**src/inc/qbc_consts.vh**
```
`ifndef QBC_CONSTS_VH
`define QBC_CONSTS_VH
// ----------------------------------------------------------------------
// register byte addresses
// ----------------------------------------------------------------------
`define QBC_ADDR_RDATA 32'h34000008
`define QBC_ADDR_CMDA 32'h3400000c
`define QBC_ADDR_CMDB 32'h34000010
`define QBC_ADDR_CTRL 32'h34000014
`define QBC_ADDR_STAT 32'h34000018
`define QBC_ADDR_TRIG 32'h3400001c
`define QBC_ADDR_MADR 32'h34000020
// ----------------------------------------------------------------------
// reset values
// ----------------------------------------------------------------------
`define QBC_RST_CMDA 32'h00000000
`define QBC_RST_CMDB 16'h0000
`define QBC_RST_RDATA 32'h00000000
// writable bits of burst command b; the rest read back as zero
`define QBC_CMDB_MASK 16'hffb0
// ----------------------------------------------------------------------
// burst command a field positions
// ----------------------------------------------------------------------
`define QBC_A_DMY_W 31:30
`define QBC_A_EXT_W 29:28
`define QBC_A_ADR_W 27:26
`define QBC_A_OPC_W 25:24
`define QBC_A_EXT_BYTE 23:16
`define QBC_A_WRAP_OPC 15:8
`define QBC_A_NORM_OPC 7:0
// ----------------------------------------------------------------------
// burst command b field positions
// ----------------------------------------------------------------------
`define QBC_B_FORCE 15
`define QBC_B_IDLE_MIN 14:12
`define QBC_B_WRAP_SIZE 11:10
`define QBC_B_WRAP_LEN 9:8
`define QBC_B_WRAP_EN 7
`define QBC_B_DMY_NUM 5:4
// ----------------------------------------------------------------------
// own control bits and codes
// ----------------------------------------------------------------------
`define QBC_C_NOWAIT 0
`define QBC_C_EXT_EN 1
`define QBC_CODE_RSVD 2'h3
`define QBC_FORCED_DUMMIES 3'h3
// ----------------------------------------------------------------------
// timing: serial clock is pclk divided by this many cycles
// ----------------------------------------------------------------------
`define QBC_PCLK_NS 100
`define QBC_SCK_NS 400
`define QBC_SCK_DIV (`QBC_SCK_NS / `QBC_PCLK_NS)
// last pclk count inside one serial clock: the divider minus one
`define QBC_SCK_LAST 2'h3
`endif

```
**src/verilog/qbc_burst_cfg.v**
```verilog
`timescale 1ns/1ps
`default_nettype none
`include "qbc_consts.vh"

module qbc_burst_cfg (
	input wire pclk,
	input wire presetn,
	input wire psel,
	input wire penable,
	input wire pwrite,
	input wire [31:0] paddr,
	input wire [31:0] pwdata,
	output reg [31:0] prdata,
	output reg pready,
	output wire pslverr,
	input wire auto_req,
	input wire [23:0] auto_addr,
	input wire auto_wrap,
	input wire [1:0] auto_len,
	input wire [1:0] auto_size,
	output reg auto_ack_ff,
	output reg [31:0] auto_rdata_ff,
	output reg qspi_sck_ff,
	output reg qspi_cs_n_ff,
	output reg [3:0] qspi_io_o_ff,
	output reg [3:0] qspi_io_oe_ff,
	input wire [3:0] qspi_io_i
);

// ----------------------------------------------------------------------
// engine states, one-hot, and helper functions
// ----------------------------------------------------------------------
localparam [5:0] ST_IDLE = 6'h01;
localparam [5:0] ST_OPC = 6'h02;
localparam [5:0] ST_ADR = 6'h04;
localparam [5:0] ST_EXT = 6'h08;
localparam [5:0] ST_DMY = 6'h10;
localparam [5:0] ST_DAT = 6'h20;
localparam [1:0] SCK_LAST = `QBC_SCK_LAST;
// line count per clock for a width code; reserved falls back to single
function [2:0] lines_of;
	input [1:0] code;
	begin
		case (code)
			2'h1: lines_of = 3'h2;
			2'h2: lines_of = 3'h4;
			default: lines_of = 3'h1;
		endcase
	end
endfunction
// pin pattern for the top bits of the shifter
function [3:0] drive_of;
	input [3:0] top;
	input [2:0] w;
	begin
		case (w)
			3'h2: drive_of = {2'h0, top[3:2]};
			3'h4: drive_of = top;
			default: drive_of = {3'h0, top[3]};
		endcase
	end
endfunction
// enable pattern for a phase width
function [3:0] oe_of;
	input [2:0] w;
	begin
		case (w)
			3'h2: oe_of = 4'h3;
			3'h4: oe_of = 4'hf;
			default: oe_of = 4'h1;
		endcase
	end
endfunction

// ----------------------------------------------------------------------
// registers seen by software
// ----------------------------------------------------------------------
reg [31:0] cmd_a_ff; // burst command a
reg [15:0] cmd_b_ff; // burst command b, upper half reserved
reg [1:0] ctrl_ff; // no-wait select, extra byte enable
reg [23:0] man_addr_ff; // manual read address
reg [31:0] rdata_ff; // received_word
reg busy_ff; // transfer_busy_flag
reg man_pend_ff; // manual read owns the engine
reg man_done_ff; // one-cycle pulse: manual read finished
reg man_wait_ff; // bus held waiting for the manual word
wire no_wait_state_select = ctrl_ff[`QBC_C_NOWAIT];
wire extra_byte_enable = ctrl_ff[`QBC_C_EXT_EN];
wire acc = psel & penable;
wire wr_acc = acc & pwrite;
wire trig_rd = acc & ~pwrite & (paddr == `QBC_ADDR_TRIG);
// derived burst settings
wire [2:0] w_opc = lines_of(cmd_a_ff[`QBC_A_OPC_W]);
wire [2:0] w_adr = lines_of(cmd_a_ff[`QBC_A_ADR_W]);
wire [2:0] w_ext = lines_of(cmd_a_ff[`QBC_A_EXT_W]);
wire [2:0] w_dmy = lines_of(cmd_a_ff[`QBC_A_DMY_W]);
reg [2:0] dmy_bytes;
// dummy byte count, force wins over the count field
always @* begin
	case (cmd_b_ff[`QBC_B_DMY_NUM])
		2'h1: dmy_bytes = 3'h1;
		2'h2: dmy_bytes = 3'h2;
		2'h3: dmy_bytes = 3'h4;
		default: dmy_bytes = 3'h0;
	endcase
	if (cmd_b_ff[`QBC_B_FORCE])
		dmy_bytes = `QBC_FORCED_DUMMIES;
end
// wrap opcode only on an exact shape match; reserved codes never match
wire wrap_hit = auto_wrap & cmd_b_ff[`QBC_B_WRAP_EN] &
	(auto_len == cmd_b_ff[`QBC_B_WRAP_LEN]) &
	(auto_size == cmd_b_ff[`QBC_B_WRAP_SIZE]) &
	(auto_len != `QBC_CODE_RSVD) & (auto_size != `QBC_CODE_RSVD);
wire [7:0] opcode = wrap_hit ? cmd_a_ff[`QBC_A_WRAP_OPC] :
	cmd_a_ff[`QBC_A_NORM_OPC];
// ----------------------------------------------------------------------
// serial engine state
// ----------------------------------------------------------------------
reg [5:0] st_ff; // phase
reg [1:0] div_ff; // pclk count inside one serial clock
reg [5:0] bits_ff; // bits left in the phase
reg [2:0] wid_ff; // lines of the phase
reg [31:0] sh_ff; // shifter, msb first
reg [23:0] adr_ff; // latched address
reg src_man_ff; // burst serves the manual read
reg [4:0] gap_ff; // pclk since chip select rose, saturating
reg [3:0] in_s1_ff; // synchroniser first stage
reg [3:0] in_s2_ff; // synchroniser second stage
wire gap_ok = (gap_ff >= {cmd_b_ff[`QBC_B_IDLE_MIN], 2'h0});
wire bit_end = (div_ff == SCK_LAST);
wire ph_end = bit_end & (bits_ff == {3'h0, wid_ff});
wire [31:0] shifted = sh_ff << wid_ff;
wire [31:0] rx_next = (wid_ff == 3'h4) ? {sh_ff[27:0], in_s2_ff} :
	(wid_ff == 3'h2) ? {sh_ff[29:0], in_s2_ff[1:0]} :
	{sh_ff[30:0], in_s2_ff[1]};
wire man_go = man_pend_ff & ~man_done_ff & ~busy_ff; // done blocks restart
wire go_ok = (st_ff == ST_IDLE) & gap_ok & ~auto_ack_ff;

// pin input synchroniser
always @(posedge pclk or negedge presetn) begin
	if (!presetn) begin
		in_s1_ff <= 4'h0;
		in_s2_ff <= 4'h0;
	end else begin
		in_s1_ff <= qspi_io_i;
		in_s2_ff <= in_s1_ff;
	end
end

// ----------------------------------------------------------------------
// burst sequencer: opcode, address, extra, dummy, data
// ----------------------------------------------------------------------
always @(posedge pclk or negedge presetn) begin
	if (!presetn) begin
		st_ff <= ST_IDLE;
		div_ff <= 2'h0;
		bits_ff <= 6'h0;
		wid_ff <= 3'h1;
		sh_ff <= 32'h0;
		adr_ff <= 24'h0;
		src_man_ff <= 1'b0;
		gap_ff <= 5'h1f;
		busy_ff <= 1'b0;
		man_done_ff <= 1'b0;
		auto_ack_ff <= 1'b0;
		auto_rdata_ff <= 32'h0;
		rdata_ff <= `QBC_RST_RDATA;
		qspi_sck_ff <= 1'b0;
		qspi_cs_n_ff <= 1'b1;
		qspi_io_o_ff <= 4'h0;
		qspi_io_oe_ff <= 4'h0;
	end else begin
		man_done_ff <= 1'b0;
		auto_ack_ff <= 1'b0;
		case (st_ff)
			ST_IDLE: begin
				// gap counts only while chip select is high
				if (gap_ff != 5'h1f)
					gap_ff <= gap_ff + 5'h1;
				// manual read first, then a waiting bus burst
				if (go_ok & (man_go | auto_req)) begin
					st_ff <= ST_OPC;
					src_man_ff <= man_go;
					busy_ff <= 1'b1;
					adr_ff <= man_go ? man_addr_ff : auto_addr;
					sh_ff <= {(man_go ? cmd_a_ff[`QBC_A_NORM_OPC] :
						opcode), 24'h0};
					bits_ff <= 6'h8;
					wid_ff <= w_opc;
					div_ff <= 2'h0;
					qspi_cs_n_ff <= 1'b0;
					qspi_io_o_ff <= drive_of(man_go ?
						cmd_a_ff[7:4] : opcode[7:4], w_opc);
					qspi_io_oe_ff <= oe_of(w_opc);
				end
			end
			default: begin
				div_ff <= bit_end ? 2'h0 : div_ff + 2'h1;
				// mode 0 clock: low half then high half
				if (div_ff == 2'h1)
					qspi_sck_ff <= 1'b1;
				if (bit_end)
					qspi_sck_ff <= 1'b0;
				if (bit_end & ~ph_end) begin
					bits_ff <= bits_ff - {3'h0, wid_ff};
					if (st_ff == ST_DAT) begin
						sh_ff <= rx_next;
					end else begin
						sh_ff <= shifted;
						qspi_io_o_ff <= drive_of(shifted[31:28], wid_ff);
					end
				end
				if (ph_end) begin
					case (st_ff)
						ST_OPC: begin
							st_ff <= ST_ADR;
							sh_ff <= {adr_ff, 8'h0};
							bits_ff <= 6'd24;
							wid_ff <= w_adr;
							qspi_io_o_ff <= drive_of(adr_ff[23:20], w_adr);
							qspi_io_oe_ff <= oe_of(w_adr);
						end
						ST_ADR, ST_EXT, ST_DMY: begin
							if ((st_ff == ST_ADR) & extra_byte_enable) begin
								st_ff <= ST_EXT;
								sh_ff <= {cmd_a_ff[`QBC_A_EXT_BYTE], 24'h0};
								bits_ff <= 6'h8;
								wid_ff <= w_ext;
								qspi_io_o_ff <= drive_of(cmd_a_ff[23:20], w_ext);
								qspi_io_oe_ff <= oe_of(w_ext);
							end else if ((st_ff != ST_DMY) &
								(dmy_bytes != 3'h0)) begin
								st_ff <= ST_DMY;
								sh_ff <= 32'h0;
								bits_ff <= {dmy_bytes, 3'h0};
								wid_ff <= w_dmy;
								qspi_io_o_ff <= 4'h0;
								qspi_io_oe_ff <= oe_of(w_dmy);
							end else begin
								st_ff <= ST_DAT;
								sh_ff <= 32'h0;
								bits_ff <= 6'd32;
								wid_ff <= w_adr;
								qspi_io_oe_ff <= 4'h0;
							end
						end
						default: begin
							// last data beat: close the burst
							st_ff <= ST_IDLE;
							qspi_cs_n_ff <= 1'b1;
							gap_ff <= 5'h0;
							busy_ff <= 1'b0;
							if (src_man_ff) begin
								rdata_ff <= rx_next;
								man_done_ff <= 1'b1;
							end else begin
								auto_rdata_ff <= rx_next;
								auto_ack_ff <= 1'b1;
							end
							src_man_ff <= 1'b0;
						end
					endcase
				end
			end
		endcase
	end
end

// register writes and manual read request
always @(posedge pclk or negedge presetn) begin
	if (!presetn) begin
		cmd_a_ff <= `QBC_RST_CMDA;
		cmd_b_ff <= `QBC_RST_CMDB;
		ctrl_ff <= 2'h0;
		man_addr_ff <= 24'h0;
		man_pend_ff <= 1'b0;
		man_wait_ff <= 1'b0;
	end else begin
		if (wr_acc & (paddr == `QBC_ADDR_CMDA))
			cmd_a_ff <= pwdata;
		if (wr_acc & (paddr == `QBC_ADDR_CMDB))
			cmd_b_ff <= pwdata[15:0] & `QBC_CMDB_MASK;
		if (wr_acc & (paddr == `QBC_ADDR_CTRL))
			ctrl_ff <= pwdata[1:0];
		if (wr_acc & (paddr == `QBC_ADDR_MADR))
			man_addr_ff <= pwdata[23:0];
		// a trigger read while busy is answered but starts nothing
		if (trig_rd & ~man_wait_ff & ~man_pend_ff & ~busy_ff) begin
			man_pend_ff <= 1'b1;
			man_wait_ff <= ~no_wait_state_select;
		end
		if (man_done_ff) begin
			man_pend_ff <= 1'b0;
			man_wait_ff <= 1'b0;
		end
	end
end

assign pslverr = 1'b0; // no error responses
// apb read mux and ready; trigger reads may stall
always @* begin
	pready = 1'b1;
	case (paddr)
		`QBC_ADDR_RDATA: prdata = rdata_ff;
		`QBC_ADDR_CMDA: prdata = cmd_a_ff;
		`QBC_ADDR_CMDB: prdata = {16'h0, cmd_b_ff};
		`QBC_ADDR_CTRL: prdata = {30'h0, ctrl_ff};
		`QBC_ADDR_STAT: prdata = {31'h0, busy_ff | man_pend_ff};
		`QBC_ADDR_MADR: prdata = {8'h0, man_addr_ff};
		`QBC_ADDR_TRIG: begin
			// waited mode stalls the bus until the word is in
			prdata = rdata_ff;
			if (man_wait_ff | (trig_rd & ~no_wait_state_select &
				~man_pend_ff & ~busy_ff))
				pready = man_done_ff;
		end
		default: prdata = 32'h0;
	endcase
end

endmodule // qbc_burst_cfg
`default_nettype wire
```
**config.mk**
```make
export PLATFORM = sky130hd
export DESIGN_NAME = qbc_burst_cfg
export DESIGN_NICKNAME = d
export VERILOG_FILES = /design/src/verilog/qbc_burst_cfg.v
export VERILOG_INCLUDE_DIRS = /design/src /design/src/inc
export SDC_FILE = /design/constraint.sdc
export NUM_CORES = 1
export LEC_CHECK = 0
export ABC_CLOCK_PERIOD_IN_PS = 6300
export BUFFER_PORTS_ARGS = -buffer_cell sky130_fd_sc_hd__buf_4
export CORE_MARGIN = 2
export CORE_UTILIZATION = 60
export DETAILED_ROUTE_END_ITERATION = 10
export GPL_TIMING_DRIVEN = 0
export PLACE_DENSITY_LB_ADDON = 0.2
export SYNTH_ARGS = -nofsm -noshare
export SYNTH_HDL_FRONTEND = slang
export SYNTH_SLANG_ARGS = --single-unit
export TNS_END_PERCENT = 30
```
**constraint.sdc**
```tcl
create_clock -name pclk -period 6.3 [get_ports pclk]
set_input_delay 1.575 -clock pclk [delete_from_list [all_inputs] [get_ports pclk]]
set_output_delay 1.575 -clock pclk [all_outputs]
set_load 0.01 [all_outputs]
```
=== Word-level counts from Yosys, hierarchy flattened ===
Cells that the tools add are included.

* Register bits: 235
* Input bits: 103
* Word-level logic and storage cells: 228
* Output and inout bits: 77

* Reductions and logical operators: 16
* Add/subtract/negate cells: 3
* Equal/unequal tests: 46
* Muxes and demuxes: 94
* Shift operators: 1
* Magnitude comparators: 1
* Bitwise operators: 42

{| class="wikitable"
|+ Operators by type and width
! operator !! number
|-
| $mux 32 || 8
|-
| $eq 32x30->1 const B || 7
|-
| $pmux 32 s6 || 1
|-
| $pmux 4 s2 || 10
|-
| $mux 6 || 11
|-
| $pmux 32 s2 || 1
|-
| $mux 4 || 13
|-
| $shl 32x3->32 || 1
|-
| $pmux 3 s2 || 5
|-
| $and 1x1->1 || 28
|-
| $mux 1 || 26
|-
| $mux 24 || 1
|-
| $pmux 6 s2 || 2
|-
| $mux 5 || 4
|-
| $mux 3 || 6
|-
| $mux 8 || 2
|-
| $eq 3x2->1 const B || 5
|-
| $eq 3x3->1 const B || 5
|-
| $eq 2x2->1 const B || 7
|-
| $eq 2x1->1 const B || 6
|-
| $not 1->1 || 11
|-
| $pmux 3 s3 || 1
|-
| $reduce_and 3->1 || 3
|-
| $reduce_and 4->1 || 2
|-
| 24 further kinds || 37
|}

=== Depth between registers and ports, before layout ===
Gate-level depths: netlist of the first run.

* Depth in word-level cells: 10
* Mapped depth: 13
* Depth with buffers taken out: 8

=== Least setup slack after synthesis of the first run ===
No wires, ideal clock.

* Kind: input to output
* Start point: input port paddr[31]
* End point: output port prdata[19]
* Stages on the path: 8
* Path buffers: 3
* Arrival time: 3,371 ps
* Slack: 1,354 ps
* Data required time: 4,725 ps
* Cells stage by stage: or4b_1 > or3_1 > buf_2 > nor2b_1 > clkbuf_1 > buf_2 > a222oi_1 > inv_1

* Cells in the longest elaborated chain, start to end: 3
* Elaborated cells between the ends (all ways): 9
* Classes of those cells: eq/ne (7); mux (1); reduce/logical (1)

{| class="wikitable"
|+ RTL lines
! what !! line !! RTL
|-
| start, declared || qbc_burst_cfg.v:11 || <nowiki>input wire [31:0] paddr,</nowiki>
|-
| $eq 32x30->1 || qbc_burst_cfg.v:303 || <nowiki>case (paddr)</nowiki>
|-
| $reduce_or 2->1 (no line) || -- ||
|-
| $pmux 32 s6 (*) || qbc_burst_cfg.v:303 ||
|-
| end, declared || qbc_burst_cfg.v:13 || <nowiki>output reg [31:0] prdata,</nowiki>
|}

Mark *: on every way between the ends. The rest lies on a longest branch, timed or not.

=== Worst setup path after layout of the first run ===
* Start point: input port paddr[11]
* End point: output port prdata[19]

The elaborated chain is that of the path after synthesis.

==> metrics, run 1 <==
Slew HR=21.5%; reg-to-reg setup timing slack=1.69 ns; filler-free cell count of the finished design=1926; Clock transition at path regs=0.06 ns; Skew-Pair Late Insertion Delay=0.55 ns; CP Launch Type=primary input; post-CTS resize count=0; clock sinks=234; # diodes=0; arrival time worst endpoint=4.33 ns; CTS root buffer=clkbuf_16; Post-Syn Area per Cell=9.62 sq um; Via density=6.82; initial antenna violation count=3; # DRC=0; crit path capture type=primary output; cells after synthesis=1413; DRT iter0 DRCs=1926; TNS Setup=0 ns; Post-Synth Simple-Gate Area=11.9%; CP Max Fanout=10; synth-to-layout area growth=19.7%; Die Area=23900 sq um; nets=1748; Synth Cell Area=13600 sq um; HPWL after DPL=36000 um; Die Height=154 um; PwrDens=201 nW/um^2; YS warnings=0; vias in the first global route=12800; Setup crit end=prdata[19]; Max-Cap Viols=0; RSZ-0062 raised after global routing=no; Post-CTS Hold Fix Bufs=0; Crit Path Category=primary input to primary output; CTS H-Tree Depth=1; Reg2Reg Launch Point=wid_ff[2]; worst-case clock buffer depth=3; via count=13100; status=completed; WL per Instance=25.0 um; clock skew=0.0213 ns; pre-CTS setup slack=0.498 ns; first-pass GRT wire length=74200 um; post-synth net total=1540; Fmax achieved=169 MHz; IO Pins=180; Seq/Total Area, Yosys=43.2%; Final Hold Viols=0; period utilisation layout=93.8%; r2r worst-path depth=13; Starting Density=60.6%; drt first pass iters=6; post-synthesis mux area share=13.5%; Hold WC Path Type=flip-flop to flip-flop; number of nets with antenna violations after routing=0; largest family of logic cells by synthesized area=compound AO/OA/AOI/OAI gates; area occupied by multi-input gates=7040 sq um; VDD IR max=231 uV; register area=5870 sq um; final WL=48100 um; Async S/R FF share, synth=100%; placed cell count=1878; IO Port Bufs=178; synth unique cells=89; fraction of layout cells with a size suffix above 1=24.9%; num rows=55; pin count of the biggest net entering global routing=103; CTS buffer count=26; Post-synth top flop=dfrtp_1; min cycle time layout=5.91 ns; Setup Buffers After CTS=0; DIE WIDTH=154 um; post-synthesis xor/xnor area fraction=0.451%; Pleak=7.53 nW; Critical path origin=paddr[11]; Worst Path Required=4.72 ns; Worst R2R End=auto_rdata_ff[5]; Final Slew Violations=0; setup slack after layout=0.392 ns; GRT Overall Usage=40.1%; Post-synth EDFFs=0; GP Congestion=0.976; CTS tree=done; Filler Cells Inserted=1715; Post-Synth Adder-Cell Area=2.27%; final setup vio count=0; post-synthesis compound-gate area fraction=23.7%; core area=22400 sq um; grt total ovfl=0; slew at the pin with the worst max-slew slack=1.17 ns; Yosys reg bits=234
==> sequential cells by signal, indices dropped and copies added (netlist names), 5 cells and up <==
register / flops
sh_ff: 32
auto_rdata_ff: 32
st_ff: 6
bits_ff: 6
man_addr_ff: 24
cmd_b_ff: 11
adr_ff: 24
rdata_ff: 32
gap_ff: 5
cmd_a_ff: 32
==> through the flow <==
stage,instance area [sq um],hold slack [ns],power (W),utilization (%)
floorplan,13600,0.331,0.00155,-
global placement,15300,0.333,0.00163,68.1
detailed placement,15300,0.337,0.00164,68.4
CTS,16300,0.358,0.00326,72.5
global route,16300,0.368,0.00333,72.5
finish,16300,0.354,0.00326,72.5
==> synthesized netlist by cell type (all sizes together) (8+ instances only) <==
| master | n | area share [%] |
|---|---|---|
| a22o | 16 | 1.0 |
| buf | 55 | 2.1 |
| a211oi | 27 | 1.5 |
| o22ai | 36 | 1.7 |
| dfrtp | 226 | 42 |
| dfstp | 8 | 1.5 |
| nand2 | 167 | 4.6 |
| and3 | 11 | 0.51 |
| nor2 | 88 | 2.4 |
| clkbuf | 66 | 1.8 |
| ha | 23 | 2.1 |
| a21oi | 67 | 2.5 |
| mux4 | 11 | 1.8 |
| nor4 | 8 | 0.37 |
| inv | 41 | 1.1 |
| a211o | 9 | 0.58 |
| o21ai | 154 | 5.8 |
| mux2 | 90 | 7.5 |
| a22oi | 34 | 1.9 |
| a222oi | 12 | 0.88 |
| o211ai | 13 | 0.72 |
| a221o | 20 | 1.5 |
| mux2i | 57 | 4.2 |
| o221ai | 23 | 1.5 |
| nor3 | 19 | 0.86 |
| nand3 | 14 | 0.52 |
| o221a | 17 | 1.4 |
==> cell families after synthesis <==
| logic type | after synthesis |
|---|---|
| other | 1 |
| multiplexers | 158 |
| adder cells (fa/ha/maj) | 24 |
| buffers and inverters | 163 |
| flip-flops | 234 |
| XOR/XNOR | 7 |
| AO/OA/AOI/OAI | 472 |
| AND/OR/NAND/NOR | 354 |
==> power by group <==
| part | internal, W | switching, W |
|---|---|---|
| Combinational | 0.0000507 | 0.0000570 |
| Clock | 0.00100 | 0.000650 |
| Sequential | 0.00151 | 0.00000115 |
| Total | 0.00256 | 0.000708 |
==> critical path: stages <==
cell and delay [ns]:
buf_4 0.10, nor4_1 0.53, and4b_1 0.30, and2_0 0.31, nor2b_1 0.17, clkbuf_1 0.56
buf_2 0.39, a222oi_1 0.15, inv_1 0.12, buf_4 0.12
==> cell type report <==
cell class,count,share of cell area [%]
multi-input cells,1016,43.2
flip-flops and latches,234,36.1
repair buffers,180,8.60
clock buffers,30,4.28
plain buffers,121,3.25
well taps,285,2.19
clock inverters,18,1.41
inverters,42,0.969
==> cell usage in the layout (no fill, tap or decap), drive strengths merged, types with 20 or more instances in the layout <==
| cell type | instances |
|---|---|
| a211oi | 27 |
| a21oi | 67 |
| a221o | 20 |
| a22oi | 34 |
| buf | 235 |
| clkbuf | 96 |
| dfrtp | 226 |
| ha | 23 |
| inv | 42 |
| mux2 | 90 |
| mux2i | 57 |
| nand2 | 167 |
| nor2 | 88 |
| o21ai | 154 |
| o221ai | 23 |
| o22ai | 36 |
==> worst min path at each step <==
stage                           start           to  slack [ns]  cells past startpoint
after detailed placement  in_s1_ff[3]  in_s2_ff[3]        0.34                      0
after global placement    in_s1_ff[3]  in_s2_ff[3]        0.33                      0
after global routing      in_s1_ff[3]  in_s2_ff[3]        0.37                      0
final                     in_s1_ff[3]  in_s2_ff[3]        0.35                      0
after floorplan           in_s1_ff[0]  in_s2_ff[0]        0.33                      0
after CTS                 in_s1_ff[3]  in_s2_ff[3]        0.36                      0
==> per-layer routing <==
metal,GRT usage (%),vias up,wire length (um)
met5,0,-,0
met4,14.8,0,1960
met3,8.46,148,5390
met2,63.7,888,22000
met1,54.6,6423,18700
li1,-,5683,-
(Power assumes the default switching activity.)
==> inputs of run 2 (changes only) <==
--- a/config.mk
+++ b/config.mk
@@ -12,6 +12,7 @@
 export CORE_UTILIZATION = 60
 export DETAILED_ROUTE_END_ITERATION = 10
 export GPL_TIMING_DRIVEN = 0
+export MAX_ROUTING_LAYER = met4
 export PLACE_DENSITY_LB_ADDON = 0.2
 export SYNTH_ARGS = -nofsm -noshare
 export SYNTH_HDL_FRONTEND = slang
==> run 2 against run 1 <==
Largest power group unchanged. Clock power is 4% lower. Largest cell class unchanged. Die area unchanged. Highest routed layer unchanged. First-iteration DRC count fell by 0.42%.
==> metrics, run 2 (synthesis results as in run 1) <==
status=completed (unchanged); HPWL after DPL=35600 um (was 36000 um); PwrDens=197 nW/um^2 (was 201 nW/um^2); via count=13000 (was 13100); nets=1746 (was 1748); # DRC=0 (unchanged); Die Area=23900 sq um (unchanged); initial antenna violation count=0 (was 3); GP Congestion=0.983 (was 0.976); # diodes=0 (unchanged); period utilisation layout=93.2% (was 93.8%); TNS Setup=0 ns (unchanged); num rows=55 (unchanged); RSZ-0062 raised after global routing=no (unchanged); clock skew=0.0155 ns (was 0.0213 ns); Clock transition at path regs=0.05 ns (was 0.06 ns); filler-free cell count of the finished design=1923 (was 1926); Fmax achieved=170 MHz (was 169 MHz); CTS buffer count=25 (was 26); Slew HR=21.0% (was 21.5%); clock sinks=234 (unchanged); Hold WC Path Type=flip-flop to flip-flop (unchanged); most frequent cells in the layout=226 x dfrtp_1, 182 x buf_4, 166 x nand2_1, 149 x o21ai_0, 88 x mux2_2 (unchanged); DRT iter0 DRCs=1918 (was 1926); hold slack=0.352 ns (was 0.354 ns); CP Max Fanout=10 (unchanged); Max-Cap Viols=0 (unchanged); grt total ovfl=0 (unchanged); crit path capture type=primary output (unchanged); final setup vio count=0 (unchanged); Final Hold Viols=0 (unchanged); Post-CTS Hold Fix Bufs=0 (unchanged); DIE WIDTH=154 um (unchanged); CTS H-Tree Depth=1 (unchanged); core area=22400 sq um (unchanged); Crit Path Category=primary input to primary output (unchanged); pin count of the biggest net entering global routing=123 (was 103); IO Port Bufs=178 (unchanged); setup slack after layout=0.429 ns (was 0.392 ns); arrival time worst endpoint=4.30 ns (was 4.33 ns); placed cell count=1877 (was 1878); slew at the pin with the worst max-slew slack=1.17 ns (about the same); worst-case clock buffer depth=3 (unchanged); Filler Cells Inserted=1756 (was 1715); Worst Path Required=4.72 ns (about the same); final WL=47200 um (was 48100 um); IO Pins=180 (unchanged); CTS tree=done (unchanged); Starting Density=60.6% (unchanged); WL per Instance=24.5 um (was 25.0 um); post-CTS resize count=0 (unchanged); fraction of layout cells with a size suffix above 1=24.5% (was 24.9%); dpl cell area=15300 sq um (about the same); CTS root buffer=clkbuf_16 (unchanged); most common cell after layout, fill and taps aside=dfrtp_1 (unchanged); pre-CTS setup slack=0.496 ns (was 0.498 ns); CP Launch Type=primary input (unchanged); VDD IR max=182 uV (was 231 uV); Final Slew Violations=0 (unchanged); drt first pass iters=6 (unchanged); number of nets with antenna violations after routing=0 (unchanged); Skew-Pair Late Insertion Delay=0.55 ns (about the same); vias in the first global route=12600 (was 12800); GRT Overall Usage=40.9% (was 40.1%); Via density=6.78 (was 6.82); Setup Buffers After CTS=0 (unchanged); min cycle time layout=5.87 ns (was 5.91 ns); first-pass GRT wire length=73400 um (was 74200 um); Pleak=7.48 nW (was 7.53 nW); Die Height=154 um (unchanged); synth-to-layout area growth=19.1% (was 19.7%); Design Area, Final=16200 sq um (was 16300 sq um)
-- run 2: cell types whose count changed in the layout (fill, tap and decap cells not counted) --
cell	before	now
clkbuf_1	67	72
clkinv_2	9	4
clkbuf_16	27	25
clkbuf_8	1	3
buf_16	2	1
bufinv_16	5	4
clkinv_4	2	1
inv_16	0	1
inv_6	1	0
-- run 2: stage by stage --
step | total power, W | utilization (%)
after floorplan | 0.00155 | -
after global placement | 0.00163 | 68.1
after detailed placement | 0.00164 | 68.3
after CTS | 0.00319 | 72.1
after global routing | 0.00326 | 72.1
final | 0.00319 | 72.1
-- run 2: metal layers --
| layer | part of all wire (%) | routed length (um) | GRT usage, % | vias to the layer above |
|---|---|---|---|---|
| met5 | 0 | 0 | - | - |
| met4 | 4.7 | 2210 | 15.4 | 0 |
| met3 | 11 | 5120 | 7.20 | 160 |
| met2 | 45 | 21100 | 61.7 | 848 |
| met1 | 40 | 18800 | 55.7 | 6346 |
| li1 | - | - | - | 5677 |
-- run 2: worst max-delay path, cell delays in order --
cell	delay (ns)
buf_4	0.11
nor4_1	0.42
nand4_1	0.17
or3_1	0.39
clkbuf_1	0.17
o22ai_1	0.46
buf_2	0.41
nand2_1	0.27
o221ai_1	0.16
buf_4	0.16
-- run 2: final cells by class --
class / instances / area [sq um] / area share, %
inverters: 42 / 158 / 0.974
clock inverters: 11 / 176 / 1.09
multi-input cells: 1016 / 7040 / 43.5
well taps: 285 / 357 / 2.20
clock buffers: 35 / 693 / 4.28
flip-flops and latches: 234 / 5870 / 36.2
plain buffers: 121 / 528 / 3.26
repair buffers: 179 / 1370 / 8.47
-- run 2: worst paths after layout --
| check | slack, ns | cells after the start | to | from |
|---|---|---|---|---|
| worst max register to register | 1.65 | 13 | auto_rdata_ff[20] | wid_ff[2] |
| min in group asynchronous | 1.10 | 1 | rdata_ff[23] | presetn |
| worst min register to register | 0.35 | 0 | in_s2_ff[3] | in_s1_ff[3] |
| max in group asynchronous | 4.07 | 2 | sh_ff[13] | presetn |
| worst max-delay path | 0.43 | 10 | prdata[0] | paddr[17] |
| worst min-delay path | 0.35 | 0 | in_s2_ff[3] | in_s1_ff[3] |
-- run 2: where the power goes --
group	internal (W)	switching [W]
registers	0.00151	0.00000107
logic	0.0000489	0.0000556
clock network	0.000938	0.000644
total	0.00249	0.000700
